<file path="src/design/pmi_params.svh">
// Timing and width constants for the PHY-to-MAC data interface.
// Assumes it is included through pmi_pkg or by files that need the raw figures.
`ifndef PMI_PARAMS_SVH
`define PMI_PARAMS_SVH

// System clock rate
`define PMI_MCLK_HZ 25000000

// Link clock rates per speed
`define PMI_F10_HZ 2500000
`define PMI_F100_HZ 25000000
`define PMI_F1000_HZ 125000000

// Width of a divider half-period count
`define PMI_HALF_W 8

// Half period in mclk cycles, rounded down and never below one cycle
`define PMI_HALF_OF(f) (((`PMI_MCLK_HZ / (2 * (f))) < 1) ? 1 : (`PMI_MCLK_HZ / (2 * (f))))
`define PMI_HALF10 `PMI_HALF_OF(`PMI_F10_HZ)
`define PMI_HALF100 `PMI_HALF_OF(`PMI_F100_HZ)
`define PMI_HALF1000 `PMI_HALF_OF(`PMI_F1000_HZ)

`endif

</file>
<file path="src/design/pmi_pkg.sv">
// Types and helper functions shared by both ends of the data interface.
// Assumes pmi_params.svh is on the include path.
package pmi_pkg;
`include "pmi_params.svh"

  // Interface mode, one-hot
  typedef enum logic [3:0] {
    PMI_MII10 = 4'h1,
    PMI_MII100 = 4'h2,
    PMI_GMII = 4'h4,
    PMI_RGMII = 4'h8
  } pmi_mode_t;

  // Kind of transmit unit handed to the line coder
  typedef enum logic [3:0] {
    PMI_TXC_IDLE = 4'h1,
    PMI_TXC_DATA = 4'h2,
    PMI_TXC_INVALID = 4'h4,
    PMI_TXC_HALT = 4'h8
  } pmi_txcode_t;

  // Nibble-mode transmit error sequencing
  typedef enum logic [1:0] {
    PMI_TX_RUN = 2'h1,
    PMI_TX_HALT = 2'h2
  } pmi_txst_t;

  typedef logic [`PMI_HALF_W-1:0] pmi_half_t;

  // Divider half period for the current speed
  function automatic pmi_half_t pmi_half(input pmi_mode_t m);
    case (m)
      PMI_MII10: pmi_half = pmi_half_t'(`PMI_HALF10);
      PMI_MII100: pmi_half = pmi_half_t'(`PMI_HALF100);
      default: pmi_half = pmi_half_t'(`PMI_HALF1000);
    endcase
  endfunction : pmi_half

  function automatic logic pmi_is_mii(input pmi_mode_t m);
    pmi_is_mii = (m == PMI_MII10) || (m == PMI_MII100);
  endfunction : pmi_is_mii

  // Byte-mode unit kind: an error inside a frame becomes an invalid code-group
  function automatic pmi_txcode_t pmi_frame_code(input logic en, input logic er);
    if (en && er) begin
      pmi_frame_code = PMI_TXC_INVALID;
    end else if (en) begin
      pmi_frame_code = PMI_TXC_DATA;
    end else begin
      pmi_frame_code = PMI_TXC_IDLE;
    end
  endfunction : pmi_frame_code

endpackage : pmi_pkg

</file>
<file path="src/design/pmi_if.sv">
// Pin bundle between the PHY end and the MAC end.
// Assumes both ends run on the same mclk; every pin here is a plain level.
interface pmi_if;
  // Transmit direction
  logic tx_clk;
  logic gtx_clk;
  logic [7:0] txd;
  logic tx_en;
  logic tx_er;
  // Receive direction
  logic rx_clk;
  logic [2:0] rxd;
  logic rx_dv;

  modport phy (
    input gtx_clk,
    input txd,
    input tx_en,
    input tx_er,
    output tx_clk,
    output rx_clk,
    output rxd,
    output rx_dv
  );

  modport mac (
    output gtx_clk,
    output txd,
    output tx_en,
    output tx_er,
    input tx_clk,
    input rx_clk,
    input rxd,
    input rx_dv
  );
endinterface : pmi_if

</file>
<file path="src/design/pmi_clk_div.sv">
// Link clock divider: a square wave from mclk plus edge-ahead strobes.
// Assumes half stays steady while run is high; a change takes effect at once, on the count already running.
module pmi_clk_div
  import pmi_pkg::*;
(
  // Clock and reset
  input wire logic mclk,
  input wire logic rst,
  // Control
  input wire logic run,
  input wire pmi_half_t half,
  // Divided clock and strobes for the coming edge
  output logic clk_q,
  output logic rise,
  output logic fall
);

  pmi_half_t cnt_q;
  logic wrap;

  // Strobes mark the mclk edge at which clk_q toggles, so launches line up with it
  assign wrap = run & ~rst & (cnt_q >= (half - 8'h01));
  assign rise = wrap & ~clk_q;
  assign fall = wrap & clk_q;

  // Counter and output; stopping parks the clock low
  always_ff @(posedge mclk) begin
    if (rst || !run) begin
      cnt_q <= 8'h00;
      clk_q <= 1'b0;
    end else if (wrap) begin
      cnt_q <= 8'h00;
      clk_q <= ~clk_q;
    end else begin
      cnt_q <= cnt_q + 8'h01;
    end
  end

endmodule : pmi_clk_div

</file>
<file path="src/design/pmi_phy.sv">
// PHY end of the MAC-facing data interface: captures transmit units from
// the MAC and launches receive units toward it.
// Assumes a single mclk; the MAC's clock and data pins are foreign and are
// sampled through two flip-flops before any logic looks at them.
module pmi_phy
  import pmi_pkg::*;
(
  // Clock and reset
  input wire logic mclk,
  input wire logic rst,
  // Operating mode, held steady while traffic runs
  input wire pmi_mode_t mode,
  // Link pins
  pmi_if.phy link,
  // Transmit units toward the line coder
  output logic tx_stb_q,
  output pmi_txcode_t tx_code_q,
  output logic [7:0] tx_data_q,
  // Receive units from the line decoder
  input wire logic rx_valid,
  input wire logic [7:0] rx_data,
  input wire logic rx_err,
  output logic rx_take
);

  logic mii;
  logic ddr;
  logic gmii;
  pmi_half_t half;

  // Mode decode shared by both directions
  assign mii = pmi_is_mii(mode);
  assign gmii = (mode == PMI_GMII);
  assign ddr = (mode == PMI_RGMII);
  assign half = pmi_half(mode);

  // Transmit clock
  logic txc_rise;

  // Only generated in nibble modes; in byte modes the MAC owns the transmit clock
  pmi_clk_div u_txc (
    .mclk(mclk),
    .rst(rst),
    .run(mii),
    .half(half),
    .clk_q(link.tx_clk),
    .rise(txc_rise),
    .fall()
  );

  // Receive clock
  logic rxc_rise;
  logic rxc_fall;

  // Runs in every mode so the MAC always has a receive reference
  pmi_clk_div u_rxc (
    .mclk(mclk),
    .rst(rst),
    .run(1'b1),
    .half(half),
    .clk_q(link.rx_clk),
    .rise(rxc_rise),
    .fall(rxc_fall)
  );

  // Transmit pin synchroniser
  logic [10:0] tsy1_q;
  logic [10:0] tsy2_q;
  logic [10:0] tsy3_q;

  // Clock and data pass the same chain, so a detected edge sees the
  // pre-edge data in the third stage; the first stage feeds only the second
  always_ff @(posedge mclk) begin
    if (rst) begin
      tsy1_q <= 11'h000;
      tsy2_q <= 11'h000;
      tsy3_q <= 11'h000;
    end else begin
      tsy1_q <= {link.gtx_clk, link.tx_er, link.tx_en, link.txd};
      tsy2_q <= tsy1_q;
      tsy3_q <= tsy2_q;
    end
  end

  // Edges of the MAC-driven transmit clock and the captured pins
  logic gtx_rise;
  logic gtx_fall;
  logic [7:0] s_txd;
  logic s_en;
  logic s_er;

  assign gtx_rise = tsy2_q[10] & ~tsy3_q[10];
  assign gtx_fall = ~tsy2_q[10] & tsy3_q[10];
  assign s_txd = tsy3_q[7:0];
  assign s_en = tsy3_q[8];
  assign s_er = tsy3_q[9];

  // Sampling strobes per mode
  logic smp_mii;
  logic smp_gmii;
  logic smp_rlo;
  logic smp_rhi;

  // Nibble modes sample on our own clock, byte modes on the MAC clock
  assign smp_mii = mii & txc_rise;
  assign smp_gmii = gmii & gtx_rise;
  // A falling edge shows the low half launched at the rising edge before it
  assign smp_rlo = ddr & gtx_fall;
  assign smp_rhi = ddr & gtx_rise;

  // Nibble-mode error sequencer
  pmi_txst_t txst_q;

  // First errored nibble is invalid, the rest halt until the error drops
  always_ff @(posedge mclk) begin
    if (rst) begin
      txst_q <= PMI_TX_RUN;
    end else if (smp_mii) begin
      txst_q <= s_er ? PMI_TX_HALT : PMI_TX_RUN;
    end else if (!mii) begin
      txst_q <= PMI_TX_RUN;
    end
  end

  // Low half of a double-rate byte
  logic [3:0] rlo_q;
  logic ren_q;

  // Upper pins are never looked at here; only the low nibble counts
  always_ff @(posedge mclk) begin
    if (rst) begin
      rlo_q <= 4'h0;
      ren_q <= 1'b0;
    end else if (smp_rlo) begin
      rlo_q <= s_txd[3:0];
      ren_q <= s_en;
    end
  end

  // Transmit unit register
  always_ff @(posedge mclk) begin
    if (rst) begin
      tx_stb_q <= 1'b0;
      tx_code_q <= PMI_TXC_IDLE;
      tx_data_q <= 8'h00;
    end else begin
      tx_stb_q <= smp_mii | smp_gmii | smp_rhi;
      if (smp_mii) begin
        tx_data_q <= {4'h0, s_txd[3:0]};
        case (1'b1)
          s_er: begin
            tx_code_q <= (txst_q == PMI_TX_RUN) ? PMI_TXC_INVALID : PMI_TXC_HALT;
          end
          s_en: begin
            tx_code_q <= PMI_TXC_DATA;
          end
          default: begin
            tx_code_q <= PMI_TXC_IDLE;
          end
        endcase
      end else if (smp_gmii) begin
        tx_data_q <= s_txd;
        tx_code_q <= pmi_frame_code(s_en, s_er);
      end else if (smp_rhi) begin
        tx_data_q <= {s_txd[3:0], rlo_q};
        // Second-edge level is enable xor error
        tx_code_q <= pmi_frame_code(ren_q, ren_q ^ s_en);
      end
    end
  end

  // Receive launch strobes
  logic rxl_hi;

  // The line side must hold its unit until rx_take; there is no buffer here
  assign rx_take = rxc_rise;
  assign rxl_hi = ddr & rxc_fall;

  // Held second half for double-rate receive
  logic [2:0] rhi_q;
  logic rctl_q;

  // Pins change only at receive clock edges, so the MAC always sees settled data.
  // Bits 0-2 leave this block, and bits 4-6 as well in double-rate mode; in nibble and byte modes rx_err has no pin.
  always_ff @(posedge mclk) begin
    if (rst) begin
      link.rxd <= 3'h0;
      link.rx_dv <= 1'b0;
      rhi_q <= 3'h0;
      rctl_q <= 1'b0;
    end else if (rxc_rise) begin
      link.rxd <= rx_data[2:0];
      link.rx_dv <= rx_valid;
      rhi_q <= rx_data[6:4];
      rctl_q <= rx_valid ^ rx_err;
    end else if (rxl_hi) begin
      link.rxd <= rhi_q;
      link.rx_dv <= rctl_q;
    end
  end

endmodule : pmi_phy

</file>
<file path="src/flat_wrapper.sv">
// flat-port wrapper written by rule: the top's interface ports become plain ports
module pmi_phy_flat import pmi_pkg::*;
  (mclk, rst, mode, tx_stb_q, tx_code_q, tx_data_q, rx_valid, rx_data, rx_err, rx_take, link_gtx_clk, link_txd, link_tx_en, link_tx_er, link_tx_clk, link_rx_clk, link_rxd, link_rx_dv);
  pmi_if link_i ();
  input wire logic mclk;
  input wire logic rst;
  input wire pmi_mode_t mode;
  output logic tx_stb_q;
  output pmi_txcode_t tx_code_q;
  output logic [7:0] tx_data_q;
  input wire logic rx_valid;
  input wire logic [7:0] rx_data;
  input wire logic rx_err;
  output logic rx_take;
  input wire logic [$bits(link_i.gtx_clk)-1:0] link_gtx_clk;
  input wire logic [$bits(link_i.txd)-1:0] link_txd;
  input wire logic [$bits(link_i.tx_en)-1:0] link_tx_en;
  input wire logic [$bits(link_i.tx_er)-1:0] link_tx_er;
  output wire logic [$bits(link_i.tx_clk)-1:0] link_tx_clk;
  output wire logic [$bits(link_i.rx_clk)-1:0] link_rx_clk;
  output wire logic [$bits(link_i.rxd)-1:0] link_rxd;
  output wire logic [$bits(link_i.rx_dv)-1:0] link_rx_dv;
  assign link_i.gtx_clk = link_gtx_clk;
  assign link_i.txd = link_txd;
  assign link_i.tx_en = link_tx_en;
  assign link_i.tx_er = link_tx_er;
  assign link_tx_clk = link_i.tx_clk;
  assign link_rx_clk = link_i.rx_clk;
  assign link_rxd = link_i.rxd;
  assign link_rx_dv = link_i.rx_dv;
  pmi_phy u_core (.mclk(mclk), .rst(rst), .mode(mode), .link(link_i), .tx_stb_q(tx_stb_q), .tx_code_q(tx_code_q), .tx_data_q(tx_data_q), .rx_valid(rx_valid), .rx_data(rx_data), .rx_err(rx_err), .rx_take(rx_take));
endmodule
</file>
<file path="config.mk">
export PLATFORM = sky130hd
export DESIGN_NAME = pmi_phy_flat
export DESIGN_NICKNAME = d
export VERILOG_FILES = /design/src/design/pmi_pkg.sv /design/src/design/pmi_if.sv /design/src/design/pmi_clk_div.sv /design/src/design/pmi_phy.sv /design/src/flat_wrapper.sv
export VERILOG_INCLUDE_DIRS = /design/src /design/src/design
export SDC_FILE = /design/constraint.sdc
export NUM_CORES = 1
export LEC_CHECK = 0
export BUFFER_PORTS_ARGS = -buffer_cell sky130_fd_sc_hd__buf_2
export CORE_MARGIN = 3
export CORE_UTILIZATION = 59
export CTS_CLUSTER_DIAMETER = 60
export DETAILED_ROUTE_END_ITERATION = 7
export PLACE_DENSITY = 0.83
export RECOVER_POWER = 25
export SETUP_SLACK_MARGIN = 0.3
export SLEW_MARGIN = 20
export SYNTH_ARGS = -nofsm -noshare
export SYNTH_HDL_FRONTEND = slang
export SYNTH_SLANG_ARGS = --single-unit
</file>
<file path="constraint.sdc">
create_clock -name mclk -period 4.1 [get_ports mclk]
set_clock_uncertainty 0.05 [all_clocks]
set_input_delay 0.615 -clock mclk [delete_from_list [all_inputs] [get_ports mclk]]
set_output_delay 0.615 -clock mclk [all_outputs]
set_load 0.01 [all_outputs]
</file>
---- Yosys cells after proc, flatten, opt, wreduce, memory -nomap -nowiden ----
Cells that the tools add are included.
storage, ports and cells
  bits in registers ....................... 79
  input port bits ......................... 27
  output and inout bits ................... 20
  logic and storage cells ................. 82
operators by class
  add/subtract/negate cells ............... 3
  $lt $le $gt $ge ......................... 2
  equality and inequality tests ........... 6
  mux-type cells .......................... 20
  bitwise logic cells ..................... 22
  reduce and logical (&&, ||, !) cells .... 11
operators with widths
  operator               number
  $mux W4                8
  $add A8 B1 Y8 const B  2
  $ge A8 B8 Y1           2
  $mux W8                2
  $and A1 B1 Y1          13
  $mux W2                5
  $mux W3                3
  $sub A8 B1 Y8 const B  1
  $reduce_or A2 Y1       3
  $not A1 Y1             5
  $eq A4 B1 Y1 const B   1
  $eq A4 B2 Y1 const B   1
  $eq A4 B3 Y1 const B   1
  $eq A4 B4 Y1 const B   1
  $reduce_bool A2 Y1     2
  $reduce_bool A3 Y1     1
  $eq A2 B1 Y1 const B   1
  $logic_and A1 B1 Y1    2
  $logic_or A1 B1 Y1     2
  $mux W1                2
  $ne A2 B2 Y1 const B   1
  $or A1 B1 Y1           2
  $xor A1 B1 Y1          2
  $logic_not A1 Y1       1

---- Longest topological paths before layout ----
Gate-level depths: netlist (run 1).
  depth after elaboration ................. 9
  mapped depth ............................ 8
  gate-level depth less buffers ........... 7

---- Cells and area by module ----
From an unflattened synthesis (run 1), not the netlist that was laid out.
second synthesis, totals
  cells, all modules ...................... 373
  area total of the unflattened synthesis .. 3532.1 sq um
modules (own cells, without submodules)
  module       instances  cells an instance  area an instance (sq um)  seq. area each (sq um)
  pmi_phy      1          221                2190.9                    1221.2
  pmi_clk_div  2          76                 670.6                     180.2

---- Worst setup path before layout (run 1) ----
OpenSTA, ideal clock, no wires.
  path kind ............................... input to output
  from .................................... in mode[1]
  to ...................................... out rx_take
  arrival ................................. 2.084 ns
  required time ........................... 3.435 ns
  path slack .............................. 1.351 ns
  stages .................................. 7
  buffers on the path ..................... 1
  cell sequence ........................... nor4b_1 ha_1 nand2_1 nand4b_1 nor2b_1 clkbuf_1 nor2b_1
between the ends
  longest elaborated chain between the ends .. 6
ends and longest elaborated chain
  what             line                source
  start, declared  flat_wrapper.sv:7   input wire pmi_mode_t mode;
  $eq A4 B1 Y1     pmi_pkg.sv:32       case (m)
  $mux W3          pmi_pkg.sv:32
  $sub A8 B1 Y8    pmi_clk_div.sv:22   assign wrap = run & ~rst & (cnt_q >= (half - 8'h01));
  $ge A8 B8 Y1     pmi_clk_div.sv:22
  $and A1 B1 Y1    pmi_clk_div.sv:22
  $and A1 B1 Y1    pmi_clk_div.sv:23   assign rise = wrap & ~clk_q;
  end, declared    flat_wrapper.sv:14  output logic rx_take;
No other way between the ends.

---- Worst setup path after layout (run 1) ----
Ends and elaborated chain as after synthesis.

==> results of run 1 <==
how the worst max path moves through the flow:
stage | from | to | slack (ns) | cells past startpoint
floorplan | mode[1] | rx_take | 1.35 | 7
global placement | mode[1] | rx_take | 0.82 | 8
detailed placement | mode[1] | rx_take | 0.79 | 8
CTS | mode[1] | rx_take | 0.78 | 8
global route | mode[1] | rx_take | 0.62 | 8
finish | mode[1] | rx_take | 0.78 | 8
registers in the layout, indices dropped and copies added (netlist names):
| name | flops |
|---|---|
| u_core.rhi_q | 3 |
| u_core.tx_data_q | 8 |
| u_core.u_rxc.clk_q | 1 |
| u_core.tx_code_q | 4 |
| u_core.rlo_q | 4 |
| u_core.txst_q | 2 |
| u_core.tx_stb_q | 1 |
| u_core.ren_q | 1 |
| u_core.u_txc.clk_q | 1 |
| u_core.rctl_q | 1 |
| u_core.tsy3_q | 11 |
| u_core.tsy1_q | 11 |
| u_core.tsy2_q | 11 |
| u_core.u_rxc.cnt_q | 8 |
| u_core.u_txc.cnt_q | 8 |
| u_core.link.rxd | 3 |
| u_core.link.rx_dv | 1 |
cell families after synthesis:
| family | synth area share |
|---|---|
| and+or+nand+nor | 0.207 |
| DFF | 0.553 |
| AOI/OAI and AO/OA | 0.0893 |
| buffers and inverters | 0.0381 |
| muxes | 0.0600 |
| xor gates and xnor gates | 0.0245 |
| adders and majority gates | 0.0263 |
| other | 0.00131 |
per-layer routing:
layer / track usage / routed length (um) / part of all wire
met5: 0 / 0 / 0
met2: 0.269 / 2160 / 0.46
met3: 0.0739 / 260 / 0.056
met4: 0.0835 / 77 / 0.017
met1: 0.227 / 2160 / 0.46
metrics by stage:
| step | instances | setup slack (ns) | hold WS, ns |
|---|---|---|---|
| final | 381 | 0.779 | 0.387 |
| after global routing | 381 | 0.618 | 0.410 |
| after floorplan | 280 | 1.35 | 0.364 |
| after CTS | 381 | 0.782 | 0.389 |
| after global placement | 365 | 0.823 | 0.367 |
| after detailed placement | 365 | 0.787 | 0.370 |
cells in the final DEF (no fill, tap or decap), types with 2 or more instances in the layout:
| cell | count |
|---|---|
| xnor2_1 | 5 |
| buf_2 | 43 |
| o21ai_0 | 3 |
| nor2b_1 | 38 |
| nand4b_1 | 3 |
| xor2_1 | 3 |
| clkinv_2 | 3 |
| inv_1 | 14 |
| or3_1 | 2 |
| nand3_1 | 4 |
| ha_1 | 6 |
| a211oi_1 | 9 |
| o221a_2 | 4 |
| dfxtp_1 | 79 |
| nor3b_1 | 3 |
| nand2_1 | 6 |
| or2_2 | 2 |
| conb_1 | 8 |
| a21oi_1 | 9 |
| nand2b_1 | 2 |
| clkbuf_8 | 10 |
| clkbuf_1 | 2 |
| clkinvlp_4 | 2 |
| nor2_1 | 30 |
| mux2i_1 | 16 |
| and2_1 | 2 |
power groups by stage:
stage	Clock [W]	Sequential, W	Combinational (W)
2_1_floorplan	0	0.000824	0.0000514
3_3_place_gp	0	0.000823	0.0000802
3_5_place_dp	0	0.000824	0.0000820
4_1_cts	0.000579	0.000806	0.0000823
5_1_grt	0.000610	0.000809	0.0000922
6_report	0.000564	0.000806	0.0000819
layout make-up:
| type | count | area, um^2 | share of cell area |
|---|---|---|---|
| flip-flops and latches | 79 | 1580 | 0.477 |
| multi-input cells | 175 | 1190 | 0.361 |
| repair buffers | 45 | 223 | 0.0672 |
| clock buffers | 10 | 138 | 0.0415 |
| well taps | 52 | 65.1 | 0.0196 |
| clock inverters | 6 | 60.1 | 0.0181 |
| inverters | 14 | 52.6 | 0.0159 |
==> results.cfg, run 1 <==
[outcome]
outcome = finished with violations
violations = capacitance limit, slew limit

[clocking]
cts_buffers = 9
cts_tree = yes
cts.sinks = 79
clkLatencyLatePin_ns = 0.35
postCtsHoldBufs = 0
clk_pin_slew_worst_paths_ns = 0.07
cts_root_buf = clkbuf_8
cts_resized = 0
cts_setup_buffers = 0
cts-htree-levels = 3
cts_buffer_depth = 2

[power_and_ir_drop]
p_sw_frac = 0.224
pwr_density_cell_nw_per_um2 = 438
finalPower_w = 0.00145
leakage_nw = 1.43
pwr-share-clk = 0.388
comb_power_share = 0.056
p_seq_frac = 0.555
power_switching_w = 0.000325
vdd_ir_drop_max_v = 0.000337
p_int_w = 0.00113

[cells_and_area]
drive_gt1_frac = 0.225
layout.nets = 357
fin_area_um2 = 3310
n_antenna_cell = 0
n_fill_cell = 333
syn_to_final_growth_pct = 15.9
utilization = 0.736

[floorplan]
core_um2 = 4500
dieArea_um2 = 5720
io_pins = 47
die_h_um = 75.6
start_util = 0.635
rows = 24
die_width_um = 75.6

[critical_path]
cp-start-kind = input port
cp.required_ns = 3.43
cp_top_family = simple AND/OR/NAND/NOR gates
r2r-end = u_core.rhi_q[0]$_SDFFE_PP0P_
path_cells = buf_2 > nor4b_1 > ha_1 > nand2_1 > nand4b_1 > nor2b_1 > nor2b_1 > buf_2
end_kind = primary output
critical_path_arrival_ns = 2.66
path_class = input port to primary output
crit_buf_inv = 2
r2r_cells = 7
timing.rr.start = u_core.u_rxc.cnt_q[2]$_SDFF_PP0_
worstPathMaxFanout = 10
max_stage_delay_ns = 0.64
crit_path_top_delay_cell = nor2b_1
rrSetupSlack_ns = 1.93

[grt]
grt-ovfl-total = 0
antenna_found_initial = 0
grt_pass1_wl_um = 7660
grt_max_degree = 54
grt_pass1_vias = 1730
grt.total_usage = 0.180

[logic_synthesis]
ys_ff_latch = 79
yosys-top-cells-count = dfxtp_1, nor2b_1, nor2_1, mux2i_1, inv_1
seq_area_frac_synth = 0.553
yosys.area.top_type_share = 0.553
yosysWarnings = 0
synth_area_um2 = 2860
ys_types = 44
synth.top_cells.by_area = dfxtp_1, nor2b_1, mux2i_1
synth.most_common_cell = dfxtp_1
async_flop_share = 0
yosysTopAreaCell = dfxtp_1
netlist_instances = 273
avgSynthCellArea_um2 = 10.5
synth-edff-count = 0
synth_ff_type = dfxtp_1

[timing]
finalSetupViolations = 0
fmax_ghz = 0.301
tns_ns = 0
hold_violations = 0
worst-slew-pin-transition_ns = 2.10
rsz0062_at_grt = no
slew_headroom = -0.400
drv_slew = 54
period_needed_ns = 3.32
post-route-period-util = 0.810

[run]
maxCapViolCount = 1

[place]
port_buffers = 44
routabilityCongestion = 0.815
hpwl_um = 3310
place_area_um2 = 3120

[min_path]
hold_class = flop to flop
holdPathEnd = u_core.tsy2_q[9]$_SDFF_PP0_
whs_path_depth = 1
worstHoldStart = u_core.tsy1_q[9]$_SDFF_PP0_

[route]
wire_per_inst_um = 12.2
detail-route-antenna-nets = 0
dr.first_iter.drc_count = 56
drc = 0
via_count = 1927
routed_wl_um = 4660
drt_first_pass_iters = 5
viasPerCell = 5.06
Power figures use the tool's default switching activity.
==> run 2: changes to the inputs <==
Settings changed: CORE_UTILIZATION 59 to 55, PLACE_DENSITY 0.83 to 0.78.
Clock period 4.1 ns to 3.2 ns, I/O delays scaled along.
==> results.cfg, run 2 (synthesis gave the netlist of run 1 again) <==
[floorplan]
dieArea_um2 = 6100
io_pins = 47
core_um2 = 4880
start_util = 0.586
die_width_um = 78.1
die_h_um = 78.1
rows = 25

[clocking]
clkLatencyLatePin_ns = 0.34
postCtsHoldBufs = 0
cts.sinks = 79
cts-htree-levels = 3
cts_buffers = 9
cts_setup_buffers = 0
cts_buffer_depth = 2
cts_root_buf = clkbuf_8
cts_tree = yes
cts_resized = 1
clk_pin_slew_worst_paths_ns = 0.07

[timing]
tns_ns = 0
hold_violations = 0
post-route-period-util = 0.877
fmax_ghz = 0.356
hold_slack_ns = 0.293
finalSetupViolations = 0
drv_slew = 0
period_needed_ns = 2.81
slew_headroom = 0.263
worst-slew-pin-transition_ns = 1.11
finalWorstSetupSlack_ns = 0.393
rsz0062_at_grt = no

[power_and_ir_drop]
pwr_density_cell_nw_per_um2 = 573
vdd_ir_drop_max_v = 0.000355
leakage_nw = 1.46

[critical_path]
cp-start-kind = input port
rrSetupSlack_ns = 1.18
r2r_cells = 7
path_class = input port to primary output
critical_path_arrival_ns = 2.28
worstPathMaxFanout = 42
crit_start = rst
cp.required_ns = 2.67
r2r-end = u_core.tx_code_q[3]$_SDFFE_PP0P_
end_kind = primary output
timing.rr.start = u_core.u_txc.cnt_q[2]$_SDFF_PP0_
worstSetupEndpoint = rx_take

[route]
wire_per_inst_um = 12.1
dr.first_iter.drc_count = 93
routed_wl_um = 4800
viasPerCell = 4.86
drt_first_pass_iters = 5
detail-route-antenna-nets = 0
via_count = 1931
drc = 0

[min_path]
hold_class = input port to flop
worstHoldStart = link_txd[7]

[cells_and_area]
fin_area_um2 = 3380
utilization = 0.692
regArea_um2 = 1580
syn_to_final_growth_pct = 18.1
top_regs = u_core.tsy1_q (11), u_core.tsy2_q (11), u_core.tsy3_q (11)
n_fill_cell = 401
layout_common_cells = dfxtp_1, buf_2, nor2b_1
final_common_cell = dfxtp_1
multiInputGateArea_um2 = 1200
n_antenna_cell = 0
layout.nets = 358
drive_gt1_frac = 0.233

[place]
port_buffers = 44
routabilityCongestion = 0.788
hpwl_um = 3340
place_area_um2 = 3150
place_ws_ns = 0.157

[grt]
antenna_found_initial = 0
grt_max_degree = 43
grt_pass1_vias = 1859
grt_pass1_wl_um = 8320
grt-ovfl-total = 0
grt.total_usage = 0.174

[outcome]
outcome = completed

[run]
maxCapViolCount = 0
## run 2: power breakdown
part           leakage, nW  switching [W]  internal [W]
combinational        0.701      0.0000550     0.0000507
sequential           0.648      0.0000155       0.00102
clock                0.110       0.000334      0.000461
total                 1.46       0.000404       0.00153
## run 2: per-stage QoR
stage                     power, W  cells
final                      0.00193    397
after global placement     0.00116    381
after global routing       0.00202    397
after floorplan            0.00112    280
after detailed placement   0.00116    381
after CTS                  0.00196    397
## run 2: final cells by class
class,count,share of cell area
Sequential cell,79,0.468
Inverter,14,0.0156
Clock buffer,11,0.0419
Clock inverter,5,0.0241
Timing Repair Buffer,46,0.0686
Tap cell,67,0.0248
Multi-Input combinational cell,175,0.357
## run 2: critical path: stages
cell and delay, ns:
clkbuf_1 0.79, clkbuf_2 0.74, nor2b_1 0.09, buf_2 0.16
## run 2: per-layer routing
layer | track usage | wire [um] | vias up | part of all wire
met1 | 0.211 | 2230 | 873 | 0.46
met5 | 0 | 0 | - | 0
li1 | - | - | 1006 | -
met4 | 0.0944 | 63 | 0 | 0.013
met2 | 0.270 | 2250 | 44 | 0.47
met3 | 0.0608 | 255 | 8 | 0.053
## run 2: worst min path at each step
stage	end	slack, ns	depth (start not counted)
global placement	u_core.tsy2_q[5]$_SDFF_PP0_	0.37	1
detailed placement	u_core.tsy3_q[9]$_SDFF_PP0_	0.37	1
global route	u_core.tsy1_q[3]$_SDFF_PP0_	0.27	2
finish	u_core.tsy1_q[7]$_SDFF_PP0_	0.29	2
floorplan	u_core.tsy2_q[0]$_SDFF_PP0_	0.36	1
CTS	u_core.tsy1_q[4]$_SDFF_PP0_	0.27	2
==> run 3: changes to the inputs <==
Settings changed: CAP_MARGIN set to 20, CELL_PAD_IN_SITES_DETAIL_PLACEMENT set to 2, CELL_PAD_IN_SITES_GLOBAL_PLACEMENT set to 2, CORE_UTILIZATION 55 to 35, PLACE_DENSITY 0.78 to unset, PLACE_DENSITY_LB_ADDON set to 0.1.
==> results.cfg, run 3 (synthesis gave the netlist of run 1 again) <==
[cells_and_area]
n_antenna_cell = 0
syn_to_final_growth_pct = 18.3
layout_common_cells = dfxtp_1, buf_2, nor2b_1
drive_gt1_frac = 0.227
final_common_cell = dfxtp_1
layout.nets = 359
fin_area_um2 = 3380
top_regs = u_core.tsy1_q (11), u_core.tsy2_q (11), u_core.tsy3_q (11)

[route]
dr.first_iter.drc_count = 36
viasPerCell = 4.61
drt_first_pass_iters = 4
detail-route-antenna-nets = 0
wire_per_inst_um = 13.7
via_count = 1991
drc = 0
routed_wl_um = 5930

[timing]
hold_violations = 0
finalSetupViolations = 0
fmax_ghz = 0.367
worst-slew-pin-transition_ns = 1.24
drv_slew = 0
period_needed_ns = 2.73
rsz0062_at_grt = no
post-route-period-util = 0.852
slew_headroom = 0.176
tns_ns = 0

[grt]
grt-ovfl-total = 0
antenna_found_initial = 0
grt_pass1_wl_um = 9880
grt_pass1_vias = 2096
grt.total_usage = 0.140
grt_max_degree = 66

[clocking]
cts_buffer_depth = 2
cts_root_buf = clkbuf_8
cts_setup_buffers = 0
cts_tree = yes
cts.sinks = 79
clk_pin_slew_worst_paths_ns = 0.08
cts_resized = 0
cts-htree-levels = 3
clkLatencyLatePin_ns = 0.34
cts_buffers = 9
postCtsHoldBufs = 0

[floorplan]
die_width_um = 96.4
die_h_um = 96.4
start_util = 0.364
io_pins = 47
dieArea_um2 = 9290
core_um2 = 7850
rows = 32

[place]
hpwl_um = 4370
port_buffers = 44
routabilityCongestion = 0.698
place_area_um2 = 3200

[critical_path]
timing.rr.start = u_core.u_txc.cnt_q[2]$_SDFF_PP0_
end_kind = primary output
path_class = input port to primary output
worstSetupEndpoint = rx_take
r2r-end = u_core.tx_code_q[3]$_SDFFE_PP0P_
r2r_cells = 7
rrSetupSlack_ns = 1.12
worstPathMaxFanout = 4
cp.required_ns = 2.67
critical_path_arrival_ns = 2.20
crit_start = mode[1]
cp-start-kind = input port

[power_and_ir_drop]
leakage_nw = 1.44
pwr_density_cell_nw_per_um2 = 550
vdd_ir_drop_max_v = 0.000276
pwr-share-clk = 0.386
p_sw_frac = 0.233
p_int_w = 0.00143
power_switching_w = 0.000434
comb_power_share = 0.059
p_seq_frac = 0.556

[min_path]
hold_class = input port to flop
worstHoldStart = link_txd[2]

[outcome]
outcome = completed

[run]
maxCapViolCount = 0
run 3: changes by cell type in the layout (fill, tap and decap cells not counted), sizes merged:
| cell | before | now |
|---|---|---|
| bufinv | 2 | 1 |
| clkbuf | 13 | 12 |
| clkinvlp | 1 | 2 |
| inv | 14 | 15 |
| clkinv | 2 | 1 |
| buf | 44 | 45 |
run 3: worst max-delay path: stages:
cell and delay, ns:
buf_2 0.13, nor4b_1 0.51, ha_1 0.33, nand2_1 0.07, nand4b_1 0.14, nor2b_1 0.20
nor2b_1 0.14, buf_2 0.19
run 3: layout make-up:
| type | count | area (um^2) |
|---|---|---|
| clock buffers | 10 | 128 |
| clock inverters | 5 | 58.8 |
| fillers | 881 | 4470 |
| inverters | 14 | 52.6 |
| multi-input cells | 175 | 1190 |
| flip-flops and latches | 79 | 1580 |
| well taps | 102 | 128 |
| repair buffers | 47 | 239 |
run 3: per-stage QoR:
stage               power [W]  hold WS, ns  utilization  instances  setup WS [ns]
finish                0.00186        0.296        0.431        432          0.473
global placement      0.00116        0.376        0.408        417          0.468
floorplan             0.00112        0.364            -        280          0.721
CTS                   0.00189        0.272        0.431        432          0.442
detailed placement    0.00117        0.384        0.408        417          0.423
global route          0.00195        0.288        0.431        432          0.342
run 3: worst min path at each step:
stage	endpoint	slack [ns]	depth (start not counted)
2_1_floorplan	u_core.tsy2_q[0]$_SDFF_PP0_	0.36	1
5_1_grt	u_core.tsy1_q[0]$_SDFF_PP0_	0.29	2
3_5_place_dp	u_core.tsy2_q[2]$_SDFF_PP0_	0.38	1
4_1_cts	u_core.tsy1_q[9]$_SDFF_PP0_	0.27	2
6_report	u_core.tsy1_q[2]$_SDFF_PP0_	0.30	2
3_3_place_gp	u_core.tsy2_q[8]$_SDFF_PP0_	0.38	1
run 3: layer usage:
metal | part of all wire | up-vias | track usage
met3 | 0.040 | 7 | 0.0403
met1 | 0.46 | 943 | 0.171
met5 | 0 | - | 0
met4 | 0.013 | 0 | 0.0491
met2 | 0.49 | 30 | 0.236
li1 | - | 1011 | -
run 3: power by group through the flow:
stage	clock, W	sequential (W)	combinational [W]
floorplan	0	0.00106	0.0000659
global placement	0	0.00106	0.000108
detailed placement	0	0.00106	0.000111
CTS	0.000745	0.00103	0.000112
global route	0.000784	0.00104	0.000125
finish	0.000718	0.00103	0.000109
